`src/logic/pit_pkg.sv`:
```
// What this block does
// - three identical independent channels, each may run its own mode.
// - each channel counts down in 16 bits, stepped by its own clock pin.
// - output latch follows count; latch command freezes it until read.
// - reads come from the output latch only, one byte at a time.
// - count writes fill a two-byte staging register; both bytes load together.
// - a control word that is not a latch command clears the channel's staging register.
// - the counting element is loaded only from the staging register.
// - port select 11 with chip select writes the control word port.
// - top two control bits pick channel 0..2; 11 is read-back.
// - bits 5..4 pick latch command, low only, high only, low then high.
// - count bytes go to the addressed channel per its held format.
// - mode, count and output reset to zero; only the mode holds zero until software programs it.
// - strobes act only with chip select low; ports 00,01,10 are channels.
package pit_pkg;
    localparam int          PIT_NUM_CH      = 3;
    localparam logic [1:0]  PIT_PORT_CTRL   = 2'h3;
    // ------------------------------------------------------------
    // control word field positions
    // ------------------------------------------------------------
    localparam int          PIT_CW_CH_HI    = 7;
    localparam int          PIT_CW_CH_LO    = 6;
    localparam int          PIT_CW_FMT_HI   = 5;
    localparam int          PIT_CW_FMT_LO   = 4;
    localparam int          PIT_CW_MODE_HI  = 3;
    localparam int          PIT_CW_MODE_LO  = 1;
    localparam int          PIT_CW_BCD      = 0;
    localparam int          PIT_CW_MODE_PER = 2;
    localparam logic [1:0]  PIT_CH_READBACK = 2'h3;
    // ------------------------------------------------------------
    // access formats and reset values
    // ------------------------------------------------------------
    localparam logic [1:0]  PIT_FMT_LATCH   = 2'h0;
    localparam logic [1:0]  PIT_FMT_LOW     = 2'h1;
    localparam logic [1:0]  PIT_FMT_HIGH    = 2'h2;
    localparam logic [1:0]  PIT_FMT_BOTH    = 2'h3;
    localparam logic [15:0] PIT_COUNT_RST   = 16'h0000;
    localparam logic [2:0]  PIT_MODE_RST    = 3'h0;
    localparam logic [1:0]  PIT_FMT_RST     = 2'h1;
    localparam logic [7:0]  PIT_DATA_RST    = 8'h00;
endpackage

```
`src/logic/pit_count_elem.sv`:
```
`timescale 1ns/1ps
`default_nettype none
module pit_count_elem
    import pit_pkg::*;
#(
    parameter int WIDTH = 16
) (
    input  wire logic             i_clk,
    input  wire logic             i_rst_b,
    input  wire logic             i_load,
    input  wire logic [WIDTH-1:0] i_load_val,
    input  wire logic             i_bcd,
    input  wire logic             i_cnt_clk,
    input  wire logic             i_gate,
    output logic      [WIDTH-1:0] o_count,
    output logic                  o_out
);
    typedef struct packed {
        logic [WIDTH-1:0] count;
        logic             pin;
        logic             out;
    } pit_ce_t;

    pit_ce_t st_q;
    pit_ce_t st_d;

    // decade-wise decrement; each nibble wraps 0 -> 9
    function automatic logic [WIDTH-1:0] bcd_dec(input logic [WIDTH-1:0] v);
        logic [WIDTH-1:0] r;
        logic             borrow;
        r = v;
        borrow = 1'b1;
        for (int n = 0; n < WIDTH / 4; n++) begin
            if (borrow) begin
                if (v[n*4 +: 4] == 4'h0) begin
                    r[n*4 +: 4] = 4'h9;
                end else begin
                    r[n*4 +: 4] = v[n*4 +: 4] - 4'h1;
                    borrow = 1'b0;
                end
            end
        end
        return r;
    endfunction

    always_comb begin
        st_d     = st_q;
        st_d.pin = i_cnt_clk;
        if (i_load) begin
            st_d.count = i_load_val;
            st_d.out   = 1'b0;
        end else if (i_cnt_clk && !st_q.pin && i_gate) begin
            // the channel pin is a plain input, so a rising edge is one step
            st_d.count = i_bcd ? bcd_dec(st_q.count) : st_q.count - WIDTH'(1);
            if (st_q.count == {{(WIDTH-1){1'b0}}, 1'b1}) begin
                st_d.out = 1'b1;
            end
        end
    end

    always_ff @(posedge i_clk) begin
        if (!i_rst_b) begin
            // count, pin and output reset to zero; the element counts gated clock edges before software programs the channel
            st_q <= '0;
        end else begin
            st_q <= st_d;
        end
    end

    assign o_count = st_q.count;
    assign o_out   = st_q.out;
endmodule
`default_nettype wire

```
`src/logic/pit_counter_path.sv`:
```
`timescale 1ns/1ps
`default_nettype none
module pit_counter_path
    import pit_pkg::*;
#(
    parameter int NUM_CH = PIT_NUM_CH,
    parameter int WIDTH  = 16
) (
    input  wire logic              i_clk,
    input  wire logic              i_rst_b,
    input  wire logic              i_cs_b,
    input  wire logic              i_rd_b,
    input  wire logic              i_wr_b,
    input  wire logic [1:0]        i_port_select_lines,
    input  wire logic [7:0]        i_data,
    output logic      [7:0]        o_data,
    output logic                   o_data_oe_b,
    input  wire logic [NUM_CH-1:0] i_cnt_clk,
    input  wire logic [NUM_CH-1:0] i_gate,
    output logic      [NUM_CH-1:0] o_cnt_out,
    output logic      [NUM_CH*3-1:0] o_mode
);
    // ------------------------------------------------------------
    // state
    // ------------------------------------------------------------
    typedef struct packed {
        logic [NUM_CH-1:0][2:0]       mode;
        logic [NUM_CH-1:0][1:0]       fmt;
        logic [NUM_CH-1:0]            bcd;
        logic [NUM_CH-1:0][WIDTH-1:0] count_register;
        logic [NUM_CH-1:0][WIDTH-1:0] output_latch;
        logic [NUM_CH-1:0]            latched;
        logic [NUM_CH-1:0]            wr_ptr_hi;
        logic [NUM_CH-1:0]            rd_ptr_hi;
        logic [NUM_CH-1:0]            load;
        logic                         wr_seen;
        logic                         rd_seen;
        logic                         rd_live;
        logic [7:0]                   dout;
    } pit_path_t;

    pit_path_t                    st_q;
    pit_path_t                    st_d;
    logic [NUM_CH-1:0][WIDTH-1:0] ce_count;
    logic                         rd_act;
    logic                         wr_act;
    logic                         rd_start;
    logic                         wr_start;
    logic [1:0]                   cw_ch;
    logic [1:0]                   cw_fmt;
    logic [2:0]                   cw_mode;
    logic                         cw_bcd;
    logic                         cw_wr;
    logic                         cnt_wr;
    int unsigned                  sel;

    // ------------------------------------------------------------
    // counting elements
    // ------------------------------------------------------------
    // one element per channel, so modes and counts never interact
    for (genvar c = 0; c < NUM_CH; c++) begin : g_ch
        pit_count_elem #(
            .WIDTH      (WIDTH)
        ) u_ce (
            .i_clk      (i_clk),
            .i_rst_b    (i_rst_b),
            .i_load     (st_q.load[c]),
            .i_load_val (st_q.count_register[c]),
            .i_bcd      (st_q.bcd[c]),
            .i_cnt_clk  (i_cnt_clk[c]),
            .i_gate     (i_gate[c]),
            .o_count    (ce_count[c]),
            .o_out      (o_cnt_out[c])
        );
        assign o_mode[c*3 +: 3] = st_q.mode[c];
    end

    // ------------------------------------------------------------
    // strobe decode
    // ------------------------------------------------------------
    // strobes count only with chip select low; a new access starts on the
    // first cycle a qualified strobe is seen, so a long strobe acts once
    assign rd_act   = !i_cs_b && !i_rd_b && (i_port_select_lines != PIT_PORT_CTRL);
    assign wr_act   = !i_cs_b && !i_wr_b;
    assign rd_start = rd_act && !st_q.rd_seen;
    assign wr_start = wr_act && !st_q.wr_seen;
    assign cw_wr    = wr_start && (i_port_select_lines == PIT_PORT_CTRL);
    assign cnt_wr   = wr_start && (i_port_select_lines != PIT_PORT_CTRL);
    assign sel      = 32'(i_port_select_lines);

    // ------------------------------------------------------------
    // control word fields
    // ------------------------------------------------------------
    assign cw_ch    = i_data[PIT_CW_CH_HI:PIT_CW_CH_LO];
    assign cw_fmt   = i_data[PIT_CW_FMT_HI:PIT_CW_FMT_LO];
    assign cw_bcd   = i_data[PIT_CW_BCD];

    always_comb begin
        cw_mode = i_data[PIT_CW_MODE_HI:PIT_CW_MODE_LO];
        // periodic modes ignore the top mode bit; store the canonical code
        if (cw_mode[1]) begin
            cw_mode[PIT_CW_MODE_PER] = 1'b0;
        end
    end

    // ------------------------------------------------------------
    // next state
    // ------------------------------------------------------------
    always_comb begin
        st_d         = st_q;
        st_d.load    = '0;
        st_d.wr_seen = wr_act;
        st_d.rd_seen = rd_act;
        st_d.rd_live = rd_act && (st_q.rd_live || rd_start);

        // a frozen latch ignores the element until its last byte is read
        for (int c = 0; c < NUM_CH; c++) begin
            if (!st_q.latched[c]) begin
                st_d.output_latch[c] = ce_count[c];
            end
        end

        // ------------------------------------------------------------
        // read path
        // ------------------------------------------------------------
        // reads are decoded before writes so that a latch command landing in
        // the same cycle as the closing read still wins; a read and a write
        // at once only come from a misbehaving host
        if (rd_start) begin
            unique case (st_q.fmt[sel])
                PIT_FMT_LOW: begin
                    st_d.dout         = st_q.output_latch[sel][7:0];
                    st_d.latched[sel] = 1'b0;
                end
                PIT_FMT_HIGH: begin
                    st_d.dout         = st_q.output_latch[sel][15:8];
                    st_d.latched[sel] = 1'b0;
                end
                PIT_FMT_BOTH: begin
                    if (st_q.rd_ptr_hi[sel]) begin
                        st_d.dout         = st_q.output_latch[sel][15:8];
                        st_d.latched[sel] = 1'b0;
                    end else begin
                        st_d.dout = st_q.output_latch[sel][7:0];
                    end
                    st_d.rd_ptr_hi[sel] = !st_q.rd_ptr_hi[sel];
                end
                default: begin
                    st_d.dout = PIT_DATA_RST;
                end
            endcase
        end

        // ------------------------------------------------------------
        // write path
        // ------------------------------------------------------------
        if (cw_wr) begin
            if (cw_ch != PIT_CH_READBACK) begin
                if (cw_fmt == PIT_FMT_LATCH) begin
                    // a second latch before the read is ignored
                    st_d.latched[cw_ch] = 1'b1;
                end else begin
                    st_d.fmt[cw_ch]            = cw_fmt;
                    st_d.mode[cw_ch]           = cw_mode;
                    st_d.bcd[cw_ch]            = cw_bcd;
                    st_d.count_register[cw_ch] = PIT_COUNT_RST;
                    st_d.wr_ptr_hi[cw_ch]      = 1'b0;
                    st_d.rd_ptr_hi[cw_ch]      = 1'b0;
                    st_d.latched[cw_ch]        = 1'b0;
                end
            end
            // read-back is decoded here and left without effect
        end else if (cnt_wr) begin
            unique case (st_q.fmt[sel])
                PIT_FMT_LOW: begin
                    st_d.count_register[sel][7:0] = i_data;
                    st_d.load[sel]                = 1'b1;
                end
                PIT_FMT_HIGH: begin
                    st_d.count_register[sel][15:8] = i_data;
                    st_d.load[sel]                 = 1'b1;
                end
                PIT_FMT_BOTH: begin
                    // the element reloads only once both bytes are in, never on half a count
                    if (st_q.wr_ptr_hi[sel]) begin
                        st_d.count_register[sel][15:8] = i_data;
                        st_d.load[sel]                 = 1'b1;
                    end else begin
                        st_d.count_register[sel][7:0] = i_data;
                    end
                    st_d.wr_ptr_hi[sel] = !st_q.wr_ptr_hi[sel];
                end
                default: begin
                    // latch code is never stored as a format
                end
            endcase
        end
    end

    always_ff @(posedge i_clk) begin
        if (!i_rst_b) begin
            st_q         <= '0;
            st_q.fmt     <= {NUM_CH{PIT_FMT_RST}};
            // strobes still low at release count as already seen, so they never act
            st_q.wr_seen <= 1'b1;
            st_q.rd_seen <= 1'b1;
        end else begin
            st_q <= st_d;
        end
    end

    // ------------------------------------------------------------
    // data pins
    // ------------------------------------------------------------
    // the byte is registered at strobe start, so the pins are driven from the
    // second strobe cycle on; hosts must hold the strobe at least two cycles.
    // a strobe already low when reset ends never started a read and stays mute
    assign o_data      = st_q.dout;
    assign o_data_oe_b = !(rd_act && st_q.rd_live);
endmodule
`default_nettype wire

```
`config.mk`:
```
export PLATFORM = sky130hd
export DESIGN_NAME = pit_counter_path
export DESIGN_NICKNAME = d
export VERILOG_FILES = /design/src/logic/pit_pkg.sv /design/src/logic/pit_count_elem.sv /design/src/logic/pit_counter_path.sv
export SDC_FILE = /design/constraint.sdc
export NUM_CORES = 1
export LEC_CHECK = 0
export BUFFER_PORTS_ARGS = -buffer_cell sky130_fd_sc_hd__buf_4
export CELL_PAD_IN_SITES_DETAIL_PLACEMENT = 0
export CELL_PAD_IN_SITES_GLOBAL_PLACEMENT = 2
export CORE_ASPECT_RATIO = 2
export CORE_MARGIN = 2
export CORE_UTILIZATION = 34
export CTS_CLUSTER_SIZE = 40
export DETAILED_ROUTE_END_ITERATION = 8
export HOLD_SLACK_MARGIN = 0.03
export PLACE_DENSITY_LB_ADDON = 0.1
export SLEW_MARGIN = 20
export SYNTH_ARGS = -nofsm -noshare
export SYNTH_HDL_FRONTEND = slang
export SYNTH_SLANG_ARGS = --single-unit
```
`constraint.sdc`:
```
create_clock -name i_clk -period 3.3 [get_ports i_clk]
set_input_delay 0.66 -clock i_clk [delete_from_list [all_inputs] [get_ports i_clk]]
set_output_delay 0.66 -clock i_clk [all_outputs]
set_load 0.005 [all_outputs]
```
# == Yosys cells after proc, flatten, opt, wreduce, memory -nomap -nowiden ==
# Index checks and enable logic that the tools add are counted.
# classes
add_sub_neg,15
n_mul,0
div,0
magnitude_cmp,4
eq_ne,20
shift,0
n_mux,116
bitwise,12
reduce_logical,68
# op_table
cell,n
$mux 48,5
$mux 16,12
$pmux 48 s3,1
$bwmux 48,2
$demux 16 s2,3
$mux 4,21
$and 48x48->48,1
$eq 16x1->1 const B,3
$logic_not 4->1,12
$not 48->48,1
$sub 16x1->16 const B,3
$sub 4x1->4 const B,12
$mux 1,38
$mux 3,12
$bmux 16 s2,1
$ne 3x2->1 const B,9
$pmux 8 s3,1
$reduce_and 2->1,12
$logic_and 1x1->1,17
$mux 8,2
$and 3x3->3,4
$pmux 3 s2,2
$logic_not 1->1,11
$reduce_bool 2->1,5
27 further kinds,45
# totals
reg_bits,191
latchBits,0
mem_bits_rw,0
romBits,0
in_bits,21
out_inout_bits,21
elab_cells,274
mem_count,0

# == Longest topological paths before layout ==
# Gate-level depths: netlist of the first run.
# depth
ltp_word,15
mapped_depth,15
ltp_nobuf,10

# == Cells and area by module ==
# From an unflattened synthesis of the first run, not the netlist that was laid out.
# hier_totals
cells_unflattened,1296
area_unflattened_um2,10809.1
# modules_own_cells
module,instances,cells_per_inst,area_each_um2,seq_area_each_um2
pit_counter_path,1,722,6531.3,2742.6
pit_count_elem (g_ch[0].u_ce ...),2,192,1427.6,360.3
pit_count_elem (g_ch[1].u_ce),1,190,1422.6,360.3

# == Worst setup path before layout of the first run ==
# No wires, ideal clock.
# synth_timing
kind,input -> register
from,in i_port_select_lines[0]
to,reg st_q[114] (netlist name)
setup_time_ns,0.070
t_arrival_ns,3.324
t_required_ns,3.230
setup_slack_ns,-0.094
path_stages,15
n_path_buf,5
path_cell_list,buf_2 buf_2 nor2b_1 clkbuf_1 nand2_1 o21a_1 inv_1 ha_1 clkbuf_1 clkbuf_1 nor2_1 nor4_1 nand2_1 o21ai_0 o2bb2ai_1
# synth_between
elab_chain_cells,9
word_cells_on_any_way,28
cone_classes,order compare: 2; eq/ne: 7; mux: 13; reduce/logical: 6
# synth_rtl
item,line,source
"start, declared",pit_counter_path.sv:14,"input wire logic [1:0] i_port_select_lines,"
$lt 2x3->1 (not written as such) or $ge 2x1->1 (tied branches),"pit_counter_path.sv:180, pit_counter_path.sv:186",
$logic_and 1x1->1 (not written as such),"pit_counter_path.sv:180, pit_counter_path.sv:186",
$mux 16 (not written as such),"pit_counter_path.sv:180, pit_counter_path.sv:186",
$demux 16 s2,"pit_counter_path.sv:180, pit_counter_path.sv:186",
$bwmux 48,"pit_counter_path.sv:180, pit_counter_path.sv:186",
$mux 48,pit_counter_path.sv:185,if (st_q.wr_ptr_hi[sel]) begin
$pmux 48 s3,pit_counter_path.sv:174,unique case (st_q.fmt[sel])
$mux 48,pit_counter_path.sv:173,end else if (cnt_wr) begin
$mux 48,pit_counter_path.sv:157,if (cw_wr) begin
"end signal, assigned",pit_counter_path.sv:208,st_q <= st_d;
"end, declared",pit_counter_path.sv:42,pit_path_t st_q;
# Parallel ways exist; a longest one is shown, timed or not. The select of a mux whose other input is x is not followed.
# A chain may end at the register's enable or synchronous reset.

# == Worst setup path in the final report of the first run ==
# layout_timing
from,in i_port_select_lines[0]
to,reg st_q[100] (netlist name)
# The elaborated chain is that of the path after synthesis.

==> flow_summary.ini, run 1 <==
[status]
status = completed

[detailed_routing]
first_pass_iters = 7
drt_iter0_markers = 685
drc = 0
num_vias = 9169
wl_per_cell_um = 24.0
antenna_left = 0
routed_via_density = 5.73
totalWireLength_um = 38400

[clock_network]
htree_levels = 4
postCtsSetupBuffers = 0
cts-root-buf = clkbuf_16
cts_tree = built
clock_latency_ns = 0.46
cts_max_path_buffers = 2
clock_sinks = 191
post_cts_resized = 0
path_clk_slew_ns = 0.07
hold_buffers = 0
cts_buffers = 17

[finish]
nets = 1257
final_area_um2 = 11400
layout-drive-gt1-share_pct = 12.6
syn_to_final_growth_pct = 12.5
final_common_cell = dfxtp_1
fin_cells = 1599
fin_util_pct = 38.8
diodes = 0
most-common-layout-cells = dfxtp_1 (190), nor2_1 (144), nand2_1 (92)

[timing]
final-hold-violation-count = 0
worst_slew_pin_slew_ns = 1.08
fin_setup_tns_ns = 0
relSlewSlack_pct = 27.7
setup_viol_count_final = 0
post-route-period-util_pct = 83.2
fin_crit_ns = 2.74
slew_violations = 0
rsz0062_at_grt = no
skew_ns = 0.0157
clock.fmax_ghz = 0.364

[synthesis]
synth_top_cell_by_area = dfxtp_1
synth_edf_count = 0
yosysUniqueCellTypes = 83
syn_area_um2 = 10100
synth_area_per_cell_um2 = 8.30
synth.net_count = 1256
ys_seq_elements = 191
synthArstFlopShare_pct = 0
syn_inst = 1221
synth-main-ff-cell = dfxtp_1
synth.area.top_cells = dfxtp_1 (38%), mux2i_1 (8.7%), nor2_1 (5.3%)
yosysTopAreaCellShare_pct = 37.7
seq_area_frac_synth_pct = 37.7
yosys_warnings = 0

[worst_setup_path]
start_kind = primary input
worstPathRequired_ns = 3.62
cp.arrival_ns = 3.06
regToRegEndpoint = st_q[100]
worstSetupEndpointType = flop
ff2ff_path_depth = 10
cp_max_fo = 9
r2r_start = st_q[125]
crit_type = in -> reg
r2r_setup_slack_ns = 0.62

[global_route]
grt_pass1_wl_um = 58100
grt_max_degree = 87
grt_usage_pct = 24.8
grt_pass1_vias = 9215
antenna_found_initial = 0
grt-ovfl-total = 0

[min_path]
hold_end = st_q[10]
hold_depth = 2
hold_class = in -> reg
min-delay-start = i_wr_b

[die]
die_h_um = 248
die-area_um2 = 31300
num_io_pins = 42
initial_core_util_pct = 34.5
fp.dieW_um = 126
fp-row-count = 89
placeableCoreArea_um2 = 29400

[power]
power.density_nw_per_um2 = 503
peakVddDrop_uv = 375
total_power_mw = 5.73
p_leak_nw = 4.05

[placed_design]
hpwl_um = 29200
placed_cells = 1567
placed_area_um2 = 10800
routabilityCongestion = 0.907
port_buffers = 41

[job]
cap_viol_max_count = 0
[cell families (layout without fill, tap and decap cells)]
logic type	Yosys count	in the layout	share of synthesized area, %
buf+inv	152	166	6.67
simple gates	397	397	19.1
mux	90	90	8.92
xor+xnor	8	8	0.692
flops	191	191	37.7
compound gates	369	369	25.1
fa+ha+maj	14	14	1.73
[state kept, by name, indices dropped and copies added, names as in the netlist]
| register | flops |
|---|---|
| st_q | 120 |
| g_ch.u_ce.st_q | 3 |
| g_ch.u_ce.o_out | 3 |
| o_data | 8 |
| o_mode | 9 |
| g_ch.u_ce.o_count | 48 |
[cells in the mapped netlist, types with 5 or more instances]
cell       number
a41oi_1         5
buf_2           9
xnor2_1         6
a21o_1          8
o21a_1          7
and2_1          7
nor2_1        144
a311oi_1        8
o211ai_1       12
nand2b_1        9
ha_1           14
o32ai_1         5
a31oi_1        17
nor4b_1         5
buf_1           6
a22o_1          8
clkbuf_1       68
o31ai_1         8
o2bb2ai_1      21
a21boi_0        7
a21oi_1        83
mux2i_1        88
inv_1          42
nor3_1         31
or3_1          13
a22oi_1        15
o21ai_0        78
dfxtp_1       191
nand3_1        26
nor2b_1        10
buf_4          20
nor3b_1         6
o2111ai_1       5
nor4_1         14
a211oi_1       21
nand2_1        92
o22ai_1        11
[power by group]
group | switching (mW) | total (mW) | leakage [nW] | internal, mW
Clock | 1.02 | 2.25 | 0.295 | 1.24
Combinational | 0.552 | 0.917 | 2.20 | 0.366
Sequential | 0.158 | 2.56 | 1.55 | 2.40
[metrics by stage]
step / worst slack (ns) / hold WS [ns]
floorplan: 0.00731 / 0.432
global placement: 0.0917 / 0.457
detailed placement: 0.0913 / 0.451
CTS: 0.571 / 0.387
global route: 0.259 / 0.390
finish: 0.555 / 0.407
[metal layers]
metal | vias to the layer above | GRT usage, % | wire length [um]
met4 | 0 | 11.2 | 1600
met5 | - | 0 | 0
met3 | 75 | 3.20 | 895
li1 | 4444 | - | -
met1 | 4457 | 24.3 | 13700
met2 | 193 | 50.4 | 22200
[worst max-delay path by stage]
stage                     slack [ns]                   start        end  cells past startpoint
after floorplan                0.007  i_port_select_lines[0]   st_q[87]                     13
after global placement          0.09  i_port_select_lines[0]   st_q[99]                     11
after detailed placement        0.09  i_port_select_lines[0]  st_q[100]                     11
after CTS                       0.57  i_port_select_lines[0]  st_q[100]                     11
after global routing            0.26  i_port_select_lines[0]  st_q[103]                     11
final                           0.56  i_port_select_lines[0]  st_q[100]                     11
[area by class of cell]
| class | instances | area, um2 |
|---|---|---|
| Fill cell | 3118 | 18000 |
| Tap cell | 364 | 455 |
| Multi-Input combinational cell | 878 | 5640 |
| Sequential cell | 191 | 3820 |
| Clock inverter | 12 | 175 |
| Clock buffer | 20 | 447 |
| Timing Repair Buffer | 90 | 688 |
| Inverter | 44 | 168 |
[critical path, cell delays in order]
cell and delay [ns]:
buf_4 0.12, mux2i_1 0.21, o21a_1 0.21, inv_1 0.08
ha_1 0.29, nor2b_1 0.17, o21ai_0 0.23, o211ai_1 0.28
buf_4 0.23, a21oi_1 0.42, o211ai_1 0.17
Note: power is estimated with default switching activity, not from simulation.
==> inputs of run 2 (changes only) <==
==> constraint.sdc (replaced) <==
create_clock -name i_clk -period 2.3 [get_ports i_clk]
set_input_delay 0.46 -clock i_clk [delete_from_list [all_inputs] [get_ports i_clk]]
set_output_delay 0.46 -clock i_clk [all_outputs]
set_load 0.005 [all_outputs]
==> run 2 against run 1 <==
Combinational power rose by 69%. Via count rose by 4.5%. Critical path type is now reg -> reg. Critical path depth fell by 1. Sequential share of layout area fell by 3.2 points.
==> flow_summary.ini, run 2 (synthesized netlist as in run 1, its figures left out) <==
[status]
status = completed

[worst_setup_path]
cp.arrival_ns = 2.61
path_cells = mux2i_1 > o21a_1 > inv_2 > ha_4 > buf_6 > nor2b_1 > a221o_2 > a22o_1 > a22oi_1 > nor2_1
critPathBufInv = 2
worstPathRequired_ns = 2.65
cp_max_fo = 8
cpMaxStageDelayCell = a221o_2
cp_top_family = compound AO/OA/AOI/OAI gates
crit_type = reg -> reg
worstSetupEndpointType = flop
start_kind = flop
slowest_delay_ns = 0.49

[timing]
clock.fmax_ghz = 0.443
relSlewSlack_pct = 56.3
final-hold-violation-count = 0
fin_crit_ns = 2.26
post-route-period-util_pct = 98.2
fin_setup_tns_ns = 0
setup_viol_count_final = 0
slew_violations = 0
worst_slew_pin_slew_ns = 0.649
skew_ns = 0.00997
rsz0062_at_grt = yes
whs_ns = 0.195

[global_route]
grt_usage_pct = 25.2
grt_max_degree = 53
grt_pass1_wl_um = 59400
antenna_found_initial = 1
grt-ovfl-total = 0
grt_pass1_vias = 9810

[placed_design]
placed_area_um2 = 11800
hpwl_um = 30400
routabilityCongestion = 0.954
port_buffers = 41

[min_path]
hold_class = in -> reg

[clock_network]
htree_levels = 4
cts_buffers = 17
cts_max_path_buffers = 2
clock_latency_ns = 0.46
cts-root-buf = clkbuf_16
hold_buffers = 0
cts_tree = built
clock_sinks = 191
path_clk_slew_ns = 0.08

[power]
power.density_nw_per_um2 = 658
p_leak_nw = 4.67
peakVddDrop_uv = 583

[detailed_routing]
antenna_left = 0
drc = 0
num_vias = 9578
wl_per_cell_um = 22.9
drt_iter0_markers = 595
routed_via_density = 5.61
first_pass_iters = 5
totalWireLength_um = 39100

[die]
die_h_um = 248
fp.dieW_um = 126
die-area_um2 = 31300
num_io_pins = 42
initial_core_util_pct = 34.5
fp-row-count = 89
placeableCoreArea_um2 = 29400

[finish]
largest_register_ffs = 120
fin_util_pct = 42.9
final_common_cell = dfxtp_1
final_area_um2 = 12600
most-common-layout-cells = dfxtp_1 (188), buf_4 (183), nor2_1 (140)
layout-drive-gt1-share_pct = 22.9
syn_to_final_growth_pct = 24.6
regMostFlops = st_q
diodes = 0
nets = 1365

[job]
cap_viol_max_count = 0
-- run 2: changes by cell type in the layout (fill, tap and decap cells not counted), sizes merged --
cell	previous run	this run
clkinv	1	4
buf	90	198
clkbuf	20	21
clkinvlp	3	1
bufinv	3	2
inv	49	48
-- run 2: final timing paths --
path                  start  slack, ns  cells past startpoint   endpoint
setup / recovery  st_q[124]       0.04                     10  o_data[0]
hold reg to reg    st_q[71]       0.45                      2   st_q[71]
setup reg to reg  st_q[124]       0.04                     10  o_data[0]
hold / removal       i_wr_b       0.20                      2   st_q[10]
-- run 2: stage by stage --
| step | total power, mW | setup slack [ns] | std cells |
|---|---|---|---|
| 2_1_floorplan | 4.60 | -0.426 | 1221 |
| 3_3_place_gp | 5.21 | -0.382 | 1670 |
| 3_5_place_dp | 5.21 | -0.463 | 1670 |
| 4_1_cts | 8.36 | -0.000728 | 1704 |
| 5_1_grt | 8.65 | -0.0623 | 1707 |
| 6_report | 8.31 | 0.0407 | 1707 |
-- run 2: area by class of cell --
cell class                 instances  area [um2]
fill                            3054       16800
sequential                       191        3830
multi-input combinational        878        5950
clock inverter                    11         148
clock buffer                      21         460
tap                              364         455
inverter                          44         168
timing repair buffer             198        1610
-- run 2: power by group --
part,total (mW),internal [mW],switching [mW]
Combinational,1.55,0.664,0.886
Sequential,3.61,3.44,0.166
Clock,3.15,1.69,1.45
Total,8.31,5.80,2.50
-- run 2: layer usage --
metal | track usage, % | routed length, um | vias to the layer above
met5 | 0 | 0 | -
met4 | 12.6 | 1890 | 0
met3 | 3.11 | 747 | 85
met2 | 51.7 | 22700 | 180
met1 | 24.0 | 13700 | 4643
li1 | - | - | 4670
-- run 2: repair_timing --
| item | in CTS | in global routing |
|---|---|---|
| endpoints found under the setup margin | 33 | 56 |
| cloned | 0 | 0 |
| buffers inserted | 2 | 6 |
| resized for setup | 3 | 51 |
| pin swaps | 2 | 26 |
-- run 2: worst register-to-register path, stage by stage, from the launching register on --
cell and delay [ns]:
dfxtp_2 0.33, mux2i_1 0.17, o21a_1 0.19, inv_2 0.07
ha_4 0.20, buf_6 0.13, nor2b_1 0.12, a221o_2 0.49
a22o_1 0.26, a22oi_1 0.14, nor2_1 0.06
